==> config.mk <==
export PLATFORM = sky130hd
export DESIGN_NAME = fsls_top
export DESIGN_NICKNAME = d
export VERILOG_FILES = /design/src/logic/fsls_top.v /design/src/logic/fsls_lock.v
export VERILOG_INCLUDE_DIRS = /design/src /design/src/shared
export SDC_FILE = /design/constraint.sdc
export NUM_CORES = 2
export LEC_CHECK = 0
export ABC_CLOCK_PERIOD_IN_PS = 4600
export BUFFER_PORTS_ARGS = -buffer_cell sky130_fd_sc_hd__clkbuf_2
export CAP_MARGIN = 20
export CORE_ASPECT_RATIO = 2
export CORE_MARGIN = 5
export CORE_UTILIZATION = 40
export CTS_CLUSTER_SIZE = 25
export DETAILED_ROUTE_END_ITERATION = 10
export GPL_ROUTABILITY_DRIVEN = 0
export HOLD_SLACK_MARGIN = 0.03
export PLACE_DENSITY = 0.63
export SETUP_SLACK_MARGIN = 0.1
export SYNTH_ARGS = -nofsm -noshare
export SYNTH_HDL_FRONTEND = slang
export SYNTH_SLANG_ARGS = --single-unit
==> constraint.sdc <==
create_clock -name i_clk -period 4.6 [get_ports i_clk]
set_clock_uncertainty 0.05 [all_clocks]
set_input_delay 0.92 -clock i_clk [delete_from_list [all_inputs] [get_ports i_clk]]
set_output_delay 0.92 -clock i_clk [all_outputs]
set_load 0.1 [all_outputs]
==> src/shared/fsls_consts.vh <==
// constants for the flash start-up and block lock logic
`ifndef FSLS_CONSTS_VH
`define FSLS_CONSTS_VH

// clock and timing
`define FSLS_CLK_NS          4
`define FSLS_RLS_DELAY_NS    1000
`define FSLS_RLS_DELAY_CYC   ((`FSLS_RLS_DELAY_NS + `FSLS_CLK_NS - 1) / `FSLS_CLK_NS)
`define FSLS_CAPTURE_EDGE    2'h2
`define FSLS_LAST_EDGE       2'h3

// array geometry
`define FSLS_NBLK            131
`define FSLS_ADDR_W          23

// register byte offsets
`define FSLS_OFF_CTRL        8'h00
`define FSLS_OFF_CFG         8'h04
`define FSLS_OFF_STATUS      8'h08
`define FSLS_OFF_START_ADDR  8'h0C
`define FSLS_OFF_LOCK_SEL    8'h10
`define FSLS_OFF_LOCK_CMD    8'h14
`define FSLS_OFF_LOCK_STATE  8'h18

// field positions
`define FSLS_CFG_BIT4_POS    4
`define FSLS_ST_HS_POS       0
`define FSLS_ST_VALID_POS    1
`define FSLS_ST_POR_POS      2
`define FSLS_ST_FSM_LSB      4

// reset values
`define FSLS_CFG_BIT4_RST    1'b1
`define FSLS_LOCK_SEL_RST    8'h00

// lock commands
`define FSLS_OP_LOCK         2'h1
`define FSLS_OP_UNLOCK       2'h2
`define FSLS_OP_LOCKDOWN     2'h3

// bus answers
`define FSLS_RESP_OKAY       2'h0
`define FSLS_RESP_SLVERR     2'h2

`endif

==> src/logic/fsls_top.v <==
// start-up handshake, first address capture and lock register access
`timescale 1ns/1ns
`default_nettype none
`include "fsls_consts.vh"
module fsls_top (
   input  wire                    i_clk,
   input  wire                    i_nrst,
   input  wire                    i_core_por_ok,
   input  wire                    i_io_por_ok,
   input  wire                    i_core_pd_low,
   input  wire                    i_reset_pulse_n,
   input  wire                    i_write_prot,
   input  wire                    i_addr_latch,
   input  wire                    i_out_en_n,
   input  wire                    i_burst_clk,
   input  wire [`FSLS_ADDR_W-1:0] i_addr,
   input  wire                    i_pe_req,
   input  wire [7:0]              i_pe_blk,
   output wire                    o_pe_grant,
   output wire                    o_pe_refuse,
   output reg                     o_handshake,
   output reg                     o_addr_valid,
   output reg  [`FSLS_ADDR_W-1:0] o_start_addr,
   output reg                     o_cfg_bit_four,
   input  wire [7:0]              i_axi_awaddr,
   input  wire                    i_axi_awvalid,
   output wire                    o_axi_awready,
   input  wire [31:0]             i_axi_wdata,
   input  wire [3:0]              i_axi_wstrb,
   input  wire                    i_axi_wvalid,
   output wire                    o_axi_wready,
   output reg  [1:0]              o_axi_bresp,
   output reg                     o_axi_bvalid,
   input  wire                    i_axi_bready,
   input  wire [7:0]              i_axi_araddr,
   input  wire                    i_axi_arvalid,
   output wire                    o_axi_arready,
   output reg  [31:0]             o_axi_rdata,
   output reg  [1:0]              o_axi_rresp,
   output reg                     o_axi_rvalid,
   input  wire                    i_axi_rready
);

   localparam [2:0]  ST_HOLD    = 3'h0;
   localparam [2:0]  ST_DELAY   = 3'h1;
   localparam [2:0]  ST_WAIT_OE = 3'h2;
   localparam [2:0]  ST_SEQ     = 3'h3;
   localparam [2:0]  ST_READY   = 3'h4;
   localparam [15:0] DLY_RST    = `FSLS_RLS_DELAY_CYC;
   localparam        SW         = `FSLS_ADDR_W + 8;

   function [31:0] merge;
      input [31:0] old_v;
      input [31:0] new_v;
      input [3:0]  strb;
      integer      b;
      begin
         merge = old_v;
         for (b = 0; b < 4; b = b + 1) begin
            if (strb[b]) begin
               merge[b*8 +: 8] = new_v[b*8 +: 8];
            end
         end
      end
   endfunction

   // every pin and supply indication except the program/erase request and block goes through two flops
   wire [SW-1:0] pins = {i_core_por_ok, i_io_por_ok, i_core_pd_low,
                         i_reset_pulse_n, i_write_prot, i_addr_latch,
                         i_out_en_n, i_burst_clk, i_addr};
   reg  [SW-1:0] sync1_q;
   reg  [SW-1:0] sync2_q;
   reg           kclk_q;

   always @(posedge i_clk or negedge i_nrst) begin
      if (!i_nrst) begin
         sync1_q <= {SW{1'b0}};
         sync2_q <= {SW{1'b0}};
         kclk_q  <= 1'b0;
      end else begin
         sync1_q <= pins;
         sync2_q <= sync1_q;
         kclk_q  <= sync2_q[`FSLS_ADDR_W];
      end
   end

   wire                    core_ok_s = sync2_q[SW-1];
   wire                    io_ok_s   = sync2_q[SW-2];
   wire                    pd_low_s  = sync2_q[SW-3];
   wire                    rp_n_s    = sync2_q[SW-4];
   wire                    wp_s      = sync2_q[SW-5];
   wire                    latch_s   = sync2_q[SW-6];
   wire                    oe_n_s    = sync2_q[SW-7];
   wire                    kclk_s    = sync2_q[`FSLS_ADDR_W];
   wire [`FSLS_ADDR_W-1:0] addr_s    = sync2_q[`FSLS_ADDR_W-1:0];
   wire                    k_rise    = kclk_s && !kclk_q;

   // power loss and reset pulse both hold the start-up logic
   wire pwr_fault = !core_ok_s || !io_ok_s || pd_low_s;
   wire rst_cond  = pwr_fault || !rp_n_s;

   reg [2:0]  st_q;
   reg [15:0] dly_cnt_q;
   reg [15:0] dly_cfg_q;
   reg [1:0]  edge_cnt_q;
   reg        por_pend_q;

   // a zero delay setting still gives one cycle
   wire [15:0] dly_last = (dly_cfg_q == 16'h0000) ? 16'h0000 :
                          dly_cfg_q - 16'h0001;

   always @(posedge i_clk or negedge i_nrst) begin
      if (!i_nrst) begin
         st_q         <= ST_HOLD;
         dly_cnt_q    <= 16'h0000;
         edge_cnt_q   <= 2'h0;
         por_pend_q   <= 1'b1;
         o_handshake  <= 1'b0;
         o_addr_valid <= 1'b0;
         o_start_addr <= {`FSLS_ADDR_W{1'b0}};
      end else if (rst_cond) begin
         st_q         <= ST_HOLD;
         dly_cnt_q    <= 16'h0000;
         edge_cnt_q   <= 2'h0;
         o_handshake  <= 1'b0;
         o_addr_valid <= 1'b0;
         if (pwr_fault) begin
            por_pend_q <= 1'b1;
         end
      end else begin
         case (st_q)
            ST_HOLD: begin
               dly_cnt_q <= 16'h0000;
               st_q      <= ST_DELAY;
            end
            ST_DELAY: begin
               dly_cnt_q <= dly_cnt_q + 16'h0001;
               if (dly_cnt_q >= dly_last) begin
                  o_handshake <= 1'b1;
                  edge_cnt_q  <= 2'h0;
                  if (por_pend_q && oe_n_s) begin
                     st_q <= ST_WAIT_OE;
                  end else begin
                     st_q <= ST_SEQ;
                  end
               end
            end
            ST_WAIT_OE: begin
               if (!oe_n_s) begin
                  st_q <= ST_SEQ;
               end
            end
            ST_SEQ: begin
               por_pend_q <= 1'b0;
               // host clock edges only count while it keeps start conditions
               if (k_rise && latch_s && !oe_n_s) begin
                  edge_cnt_q <= edge_cnt_q + 2'h1;
                  if (edge_cnt_q == `FSLS_CAPTURE_EDGE) begin
                     o_start_addr <= addr_s;
                  end
                  if (edge_cnt_q == `FSLS_LAST_EDGE) begin
                     o_addr_valid <= 1'b1;
                     st_q         <= ST_READY;
                  end
               end
            end
            ST_READY: begin
               st_q <= ST_READY;
            end
            default: begin
               st_q <= ST_HOLD;
            end
         endcase
      end
   end

   // register bus: write side
   reg        aw_held_q;
   reg [7:0]  aw_addr_q;
   reg        w_held_q;
   reg [31:0] w_data_q;
   reg [3:0]  w_strb_q;
   reg [7:0]  lock_sel_q;
   reg        lock_cmd_q;
   reg [1:0]  lock_op_q;

   assign o_axi_awready = !aw_held_q && !o_axi_bvalid;
   assign o_axi_wready  = !w_held_q && !o_axi_bvalid;
   assign o_axi_arready = !o_axi_rvalid;

   wire do_wr = aw_held_q && w_held_q;
   wire [31:0] cur_ctrl = {16'h0000, dly_cfg_q};
   wire [31:0] cur_sel  = {24'h000000, lock_sel_q};
   wire [31:0] new_ctrl = merge(cur_ctrl, w_data_q, w_strb_q);
   wire [31:0] new_sel  = merge(cur_sel, w_data_q, w_strb_q);
   wire wr_ctrl = do_wr && (aw_addr_q == `FSLS_OFF_CTRL);
   wire wr_cfg  = do_wr && (aw_addr_q == `FSLS_OFF_CFG) && w_strb_q[0];
   wire wr_sel  = do_wr && (aw_addr_q == `FSLS_OFF_LOCK_SEL);
   wire wr_cmd  = do_wr && (aw_addr_q == `FSLS_OFF_LOCK_CMD) && w_strb_q[0];
   wire wr_map  = (aw_addr_q == `FSLS_OFF_CTRL) ||
                  (aw_addr_q == `FSLS_OFF_CFG) ||
                  (aw_addr_q == `FSLS_OFF_LOCK_SEL) ||
                  (aw_addr_q == `FSLS_OFF_LOCK_CMD);

   always @(posedge i_clk or negedge i_nrst) begin
      if (!i_nrst) begin
         aw_held_q      <= 1'b0;
         aw_addr_q      <= 8'h00;
         w_held_q       <= 1'b0;
         w_data_q       <= 32'h00000000;
         w_strb_q       <= 4'h0;
         o_axi_bvalid   <= 1'b0;
         o_axi_bresp    <= `FSLS_RESP_OKAY;
         dly_cfg_q      <= DLY_RST;
         lock_sel_q     <= `FSLS_LOCK_SEL_RST;
         lock_cmd_q     <= 1'b0;
         lock_op_q      <= 2'h0;
         o_cfg_bit_four <= `FSLS_CFG_BIT4_RST;
      end else begin
         lock_cmd_q <= wr_cmd;
         if (i_axi_awvalid && o_axi_awready) begin
            aw_held_q <= 1'b1;
            aw_addr_q <= {i_axi_awaddr[7:2], 2'h0};
         end
         if (i_axi_wvalid && o_axi_wready) begin
            w_held_q <= 1'b1;
            w_data_q <= i_axi_wdata;
            w_strb_q <= i_axi_wstrb;
         end
         if (do_wr) begin
            aw_held_q    <= 1'b0;
            w_held_q     <= 1'b0;
            o_axi_bvalid <= 1'b1;
            o_axi_bresp  <= wr_map ? `FSLS_RESP_OKAY : `FSLS_RESP_SLVERR;
         end else if (o_axi_bvalid && i_axi_bready) begin
            o_axi_bvalid <= 1'b0;
         end
         if (wr_ctrl) begin
            dly_cfg_q <= new_ctrl[15:0];
         end
         if (wr_sel) begin
            lock_sel_q <= new_sel[7:0];
         end
         if (wr_cmd) begin
            lock_op_q <= w_data_q[1:0];
         end
         // hardware setting wins over a software write in the same cycle
         if (!o_handshake) begin
            o_cfg_bit_four <= 1'b1;
         end else if (wr_cfg) begin
            o_cfg_bit_four <= w_data_q[`FSLS_CFG_BIT4_POS];
         end
      end
   end

   // register bus: read side
   wire [2:0] sel_state;
   reg [31:0] rd_data;
   reg        rd_ok;

   always @* begin
      rd_data = 32'h00000000;
      rd_ok   = 1'b1;
      case ({i_axi_araddr[7:2], 2'h0})
         `FSLS_OFF_CTRL: begin
            rd_data[15:0] = dly_cfg_q;
         end
         `FSLS_OFF_CFG: begin
            rd_data[`FSLS_CFG_BIT4_POS] = o_cfg_bit_four;
         end
         `FSLS_OFF_STATUS: begin
            rd_data[`FSLS_ST_HS_POS]    = o_handshake;
            rd_data[`FSLS_ST_VALID_POS] = o_addr_valid;
            rd_data[`FSLS_ST_POR_POS]   = por_pend_q;
            rd_data[`FSLS_ST_FSM_LSB +: 3] = st_q;
         end
         `FSLS_OFF_START_ADDR: begin
            rd_data[`FSLS_ADDR_W-1:0] = o_start_addr;
         end
         `FSLS_OFF_LOCK_SEL: begin
            rd_data[7:0] = lock_sel_q;
         end
         `FSLS_OFF_LOCK_CMD: begin
            rd_data = 32'h00000000;
         end
         `FSLS_OFF_LOCK_STATE: begin
            rd_data[2:0] = sel_state;
         end
         default: begin
            rd_ok = 1'b0;
         end
      endcase
   end

   always @(posedge i_clk or negedge i_nrst) begin
      if (!i_nrst) begin
         o_axi_rvalid <= 1'b0;
         o_axi_rdata  <= 32'h00000000;
         o_axi_rresp  <= `FSLS_RESP_OKAY;
      end else if (i_axi_arvalid && o_axi_arready) begin
         o_axi_rvalid <= 1'b1;
         o_axi_rdata  <= rd_data;
         o_axi_rresp  <= rd_ok ? `FSLS_RESP_OKAY : `FSLS_RESP_SLVERR;
      end else if (o_axi_rvalid && i_axi_rready) begin
         o_axi_rvalid <= 1'b0;
      end
   end

   fsls_lock u_lock (
      .i_clk       (i_clk),
      .i_nrst      (i_nrst),
      .i_clr       (rst_cond),
      .i_wp        (wp_s),
      .i_cmd_valid (lock_cmd_q),
      .i_cmd_op    (lock_op_q),
      .i_cmd_blk   (lock_sel_q),
      .i_sel_blk   (lock_sel_q),
      .i_pe_req    (i_pe_req),
      .i_pe_blk    (i_pe_blk),
      .o_sel_state (sel_state),
      .o_pe_grant  (o_pe_grant),
      .o_pe_refuse (o_pe_refuse)
   );

endmodule
`default_nettype wire

==> src/logic/fsls_lock.v <==
// per-block lock, lock-down and write-protect state for all blocks
`timescale 1ns/1ns
`default_nettype none
module fsls_lock (
   input  wire       i_clk,
   input  wire       i_nrst,
   input  wire       i_clr,
   input  wire       i_wp,
   input  wire       i_cmd_valid,
   input  wire [1:0] i_cmd_op,
   input  wire [7:0] i_cmd_blk,
   input  wire [7:0] i_sel_blk,
   input  wire       i_pe_req,
   input  wire [7:0] i_pe_blk,
   output reg  [2:0] o_sel_state,
   output reg        o_pe_grant,
   output reg        o_pe_refuse
);
`include "fsls_consts.vh"

   localparam [7:0] NBLK = `FSLS_NBLK;

   reg [`FSLS_NBLK-1:0] locked_q;
   reg [`FSLS_NBLK-1:0] lockdown_q;
   reg [`FSLS_NBLK-1:0] saved_q;
   reg                  wp_q;
   integer              i;

   function blk_ok;
      input [7:0] b;
      begin
         blk_ok = (b < NBLK);
      end
   endfunction

   // program/erase only with lock clear and no enforced lock-down
   wire pe_in   = blk_ok(i_pe_blk);
   wire pe_ok   = pe_in && !locked_q[i_pe_blk] &&
                  !(lockdown_q[i_pe_blk] && !i_wp);
   wire cmd_in  = blk_ok(i_cmd_blk);
   wire cmd_frz = cmd_in && lockdown_q[i_cmd_blk] && !i_wp;
   wire sel_in  = blk_ok(i_sel_blk);

   always @(posedge i_clk or negedge i_nrst) begin
      if (!i_nrst) begin
         locked_q    <= {`FSLS_NBLK{1'b1}};
         lockdown_q  <= {`FSLS_NBLK{1'b0}};
         saved_q     <= {`FSLS_NBLK{1'b1}};
         wp_q        <= 1'b0;
         o_sel_state <= 3'h0;
         o_pe_grant  <= 1'b0;
         o_pe_refuse <= 1'b0;
      end else begin
         wp_q        <= i_wp;
         o_pe_grant  <= i_pe_req && pe_ok;
         o_pe_refuse <= i_pe_req && !pe_ok;
         o_sel_state <= sel_in ? {i_wp, lockdown_q[i_sel_blk],
                                  locked_q[i_sel_blk]} : 3'h0;
         if (i_clr) begin
            // hardware reset or power loss: everything back to locked
            locked_q   <= {`FSLS_NBLK{1'b1}};
            lockdown_q <= {`FSLS_NBLK{1'b0}};
            saved_q    <= {`FSLS_NBLK{1'b1}};
         end else begin
            for (i = 0; i < `FSLS_NBLK; i = i + 1) begin
               if (lockdown_q[i] && wp_q && !i_wp) begin
                  saved_q[i]  <= locked_q[i];
                  locked_q[i] <= 1'b1;
               end
               if (lockdown_q[i] && !wp_q && i_wp) begin
                  locked_q[i] <= saved_q[i];
               end
            end
            // a command in the same cycle as a rising pin edge wins; on a falling edge a locked-down block ignores it
            if (i_cmd_valid && cmd_in && !cmd_frz) begin
               case (i_cmd_op)
                  `FSLS_OP_LOCK: begin
                     locked_q[i_cmd_blk] <= 1'b1;
                  end
                  `FSLS_OP_UNLOCK: begin
                     locked_q[i_cmd_blk] <= 1'b0;
                  end
                  `FSLS_OP_LOCKDOWN: begin
                     lockdown_q[i_cmd_blk] <= 1'b1;
                     locked_q[i_cmd_blk]   <= 1'b1;
                     if (!i_wp) begin
                        saved_q[i_cmd_blk] <= locked_q[i_cmd_blk];
                     end
                  end
                  default: begin
                  end
               endcase
            end
         end
      end
   end

endmodule
`default_nettype wire

==> impl_metrics.tcl <==
set metrics [dict create \
    wl_mm 137 \
    slew_headroom_pct 17.7 \
    worstPathCellList "buf_4 -> nand2_1 -> nor2_1 -> a22oi_1 -> o211ai_1 -> a221oi_2 -> o311a_2 -> buf_12 -> o21ai_4 -> buf_4 -> o21ai_0 -> o211ai_1" \
    cts_sinks 590 \
    clock.fmax_mhz 228 \
    antenna_found_initial 10 \
    numPortBuffers 134 \
    clk_latency_ns 0.64 \
    synth_flop_cell "dfrtp_1" \
    ys_seq_area_share_pct 43.9 \
    finalCriticalPeriod_ns 4.39 \
    cp_slowest_cell "nor2_1" \
    path_class "flop to flop" \
    synthCells 3678 \
    placed_cells 4718 \
    p_leak_nw 14.9 \
    rows 152 \
    cts_buffers 51 \
    clockRootBuffer "clkbuf_16" \
    end_kind "flop" \
    globalRouteOverflowTotal 0 \
    synth_area_leaders "dfrtp_1 23%, dfstp_2 21%, mux4_2 7.6%" \
    status "finished, final reports clean" \
    start_util_pct 40.2 \
    yosysTopAreaCell "dfrtp_1" \
    syn-cell-area_um2 34400 \
    yosysTopAreaCellShare_pct 23.3 \
    yosysUniqueCellTypes 68 \
    setup_violations 0 \
    yosysWarnings 0 \
    drtPass1Iterations 6 \
    critPathMaxFanout 32 \
    vias 31700 \
    avgSynthCellArea_um2 9.35 \
    grt_pass1_vias 30700 \
    layout-drive-gt1-share_pct 23.6 \
    dp_slack_ns 0.336 \
    power.total_mw 15.7 \
    critPathMaxStageDelay_ns 0.69 \
    synth_edf_count 0 \
    drv_slew 0 \
    ys_seq_elements 590 \
    drtAntennaViolNets 0 \
    instances_no_fill 4819 \
    arrival_ns 4.89 \
    clockBufferDepth 3 \
    drv_cap 0 \
    area_growth_pct 11.7 \
    worst_pin_slew_ns 1.23 \
    final_cell_mix "553 x nand2_1, 435 x o21ai_0, 322 x a21oi_1" \
    nets 3816 \
    fin_crit_sh_pct 95.4 \
    crit_path_start_kind "flop" \
    grt_max_degree 153 \
    drtIter0Drc 3408 \
    power_density_nw_per_um2 409 \
    finalHoldViolCount 0 \
    rsz0062_at_grt "no" \
    ctsHtreeMaxLevel 2 \
    required_ns 5.10 \
    fin_tns_setup_ns 0 \
    hold_buffers 0 \
    tritoncts "built" \
    synthArstFlopShare_pct 100 \
    mostFrequentLayoutCell "nand2_1" \
    grt_pass1_wl_mm 202 \
    pin_count 168 \
    die_height_um 425 \
    routedWlPerCell_um 28.4 \
    post-dp-hpwl_mm 90.0 \
    die-area_um2 92300 \
    grt_use_total_pct 28.7 \
    coreArea_um2 85600 \
    die_w_um 217 \
    clkSlewWorstSetupHoldPaths_ns 0.08 \
    vdd.ir_drop.worst_v 0.000466 \
    min_path_type "primary input to asynchronous set/reset pin" \
    drcViolationCount 0 \
    worst_slack_ns 0.210 \
    vias_per_cell 6.57 \
]
[synthesized netlist by cell type, drive strengths merged, types with 3 or more instances]
cell	count
and2	6
nor2	243
o31ai	7
a211oi	18
or3	4
nand3b	4
xor2	10
clkbuf	252
mux4	116
and3	9
nand4	11
nand3	210
a31oi	52
ha	21
a22o	23
xnor2	3
nand4b	3
mux2i	133
nand2	556
a21boi	90
nor3	25
nor2b	25
a221o	19
inv	14
a2111oi	10
buf	76
a311oi	91
a21o	8
mux2	84
dfrtp	320
o21ai	436
o211ai	111
nor4	15
a22oi	21
a222oi	4
a21oi	322
dfstp	270
nand2b	16
o22ai	13
a221oi	4
[final timing paths]
path / startpoint / slack, ns / to / cells past startpoint
min in group i_clk: sync1_q[17]$_DFF_PN0_ / 0.30 / sync2_q[17]$_DFF_PN0_ / 0
hold / removal: i_nrst / 0.22 / aw_addr_q[3]$_DFFE_PN0P_ / 1
hold reg to reg: sync1_q[17]$_DFF_PN0_ / 0.30 / sync2_q[17]$_DFF_PN0_ / 0
setup / recovery: lock_sel_q[3]$_DFFE_PN0P_ / 0.21 / u_lock.locked_q[90]$_DFF_PN1_ / 12
max in group asynchronous: i_nrst / 2.90 / u_lock.lockdown_q[94]$_DFFE_PN0P_ / 2
setup reg to reg: lock_sel_q[3]$_DFFE_PN0P_ / 0.21 / u_lock.locked_q[90]$_DFF_PN1_ / 12
[critical path, delay by kind of cell, from the launching register on]
| family | cells | cell delay [ns] |
|---|---|---|
| and+or+nand+nor | 2 | 0.94 |
| DFF | 1 | 0.66 |
| AOI/OAI and AO/OA | 7 | 1.53 |
| buffers and inverters | 3 | 1.08 |
[layout make-up]
type	instances	area, um^2
fillers	8170	47200
flip-flops and latches	590	15100
clock buffers	70	1500
clock inverters	24	259
diodes	4	10.0
inverters	15	58.8
multi-input cells	2755	17900
repair buffers	283	2190
well taps	1078	1350
[timing repair]
| item | 4_1_cts | 5_1_grt |
|---|---|---|
| gates resized for setup | 0 | 0 |
| setup endpoints to repair | 0 | 70 |
| buffers inserted | 0 | 1 |
| hold endpoints to repair | 0 | 0 |
[where the power goes]
group	leakage [nW]	total, mW	switching, mW	internal [mW]
Sequential	7.08	5.88	0.415	5.46
Clock	0.845	4.67	2.14	2.52
Combinational	6.97	5.15	3.50	1.65
[registers in the layout (all words and copies together), names as in the netlist, 3 cells and up]
signal              count
u_lock.lockdown_q     131
sync2_q                31
o_start_addr           23
u_lock.locked_q       131
u_lock.saved_q        131
aw_addr_q               6
sync1_q                31
w_data_q               16
st_q                    3
o_axi_rdata            23
lock_sel_q              8
dly_cfg_q              16
dly_cnt_q              16
u_lock.o_sel_state      3
[stage by stage]
stage	hold slack (ns)	util [%]	cell area [um^2]
2_1_floorplan	0.281	-	34400
3_3_place_gp	0.282	42.7	36600
3_5_place_dp	0.285	42.7	36600
4_1_cts	0.272	44.8	38300
5_1_grt	0.267	44.9	38400
6_report	0.218	44.9	38400
[routing by layer]
metal / vias up / routed length [um] / GRT usage [%]
met1: 15700 / 44300 / 30.4
met2: 1730 / 65300 / 47.8
met5: - / 47 / 0
met4: 6 / 15900 / 25.4
li1: 13600 / - / -
met3: 625 / 11300 / 5.93
[kinds of logic (layout without fill, tap and decap cells)]
kind of cell    after synthesis  in the layout  share of synthesized area [%]
simple gates               1136           1136                           14.1
compound gates             1241           1241                           22.1
mux                         333            333                           14.2
buf+inv                     343            392                           4.52
fa+ha+maj                    21             21                          0.764
flops                       590            590                           43.9
other cells                   1             15                         0.0109
xor+xnor                     13             13                          0.331
Note: power is estimated with default switching activity, not from simulation.
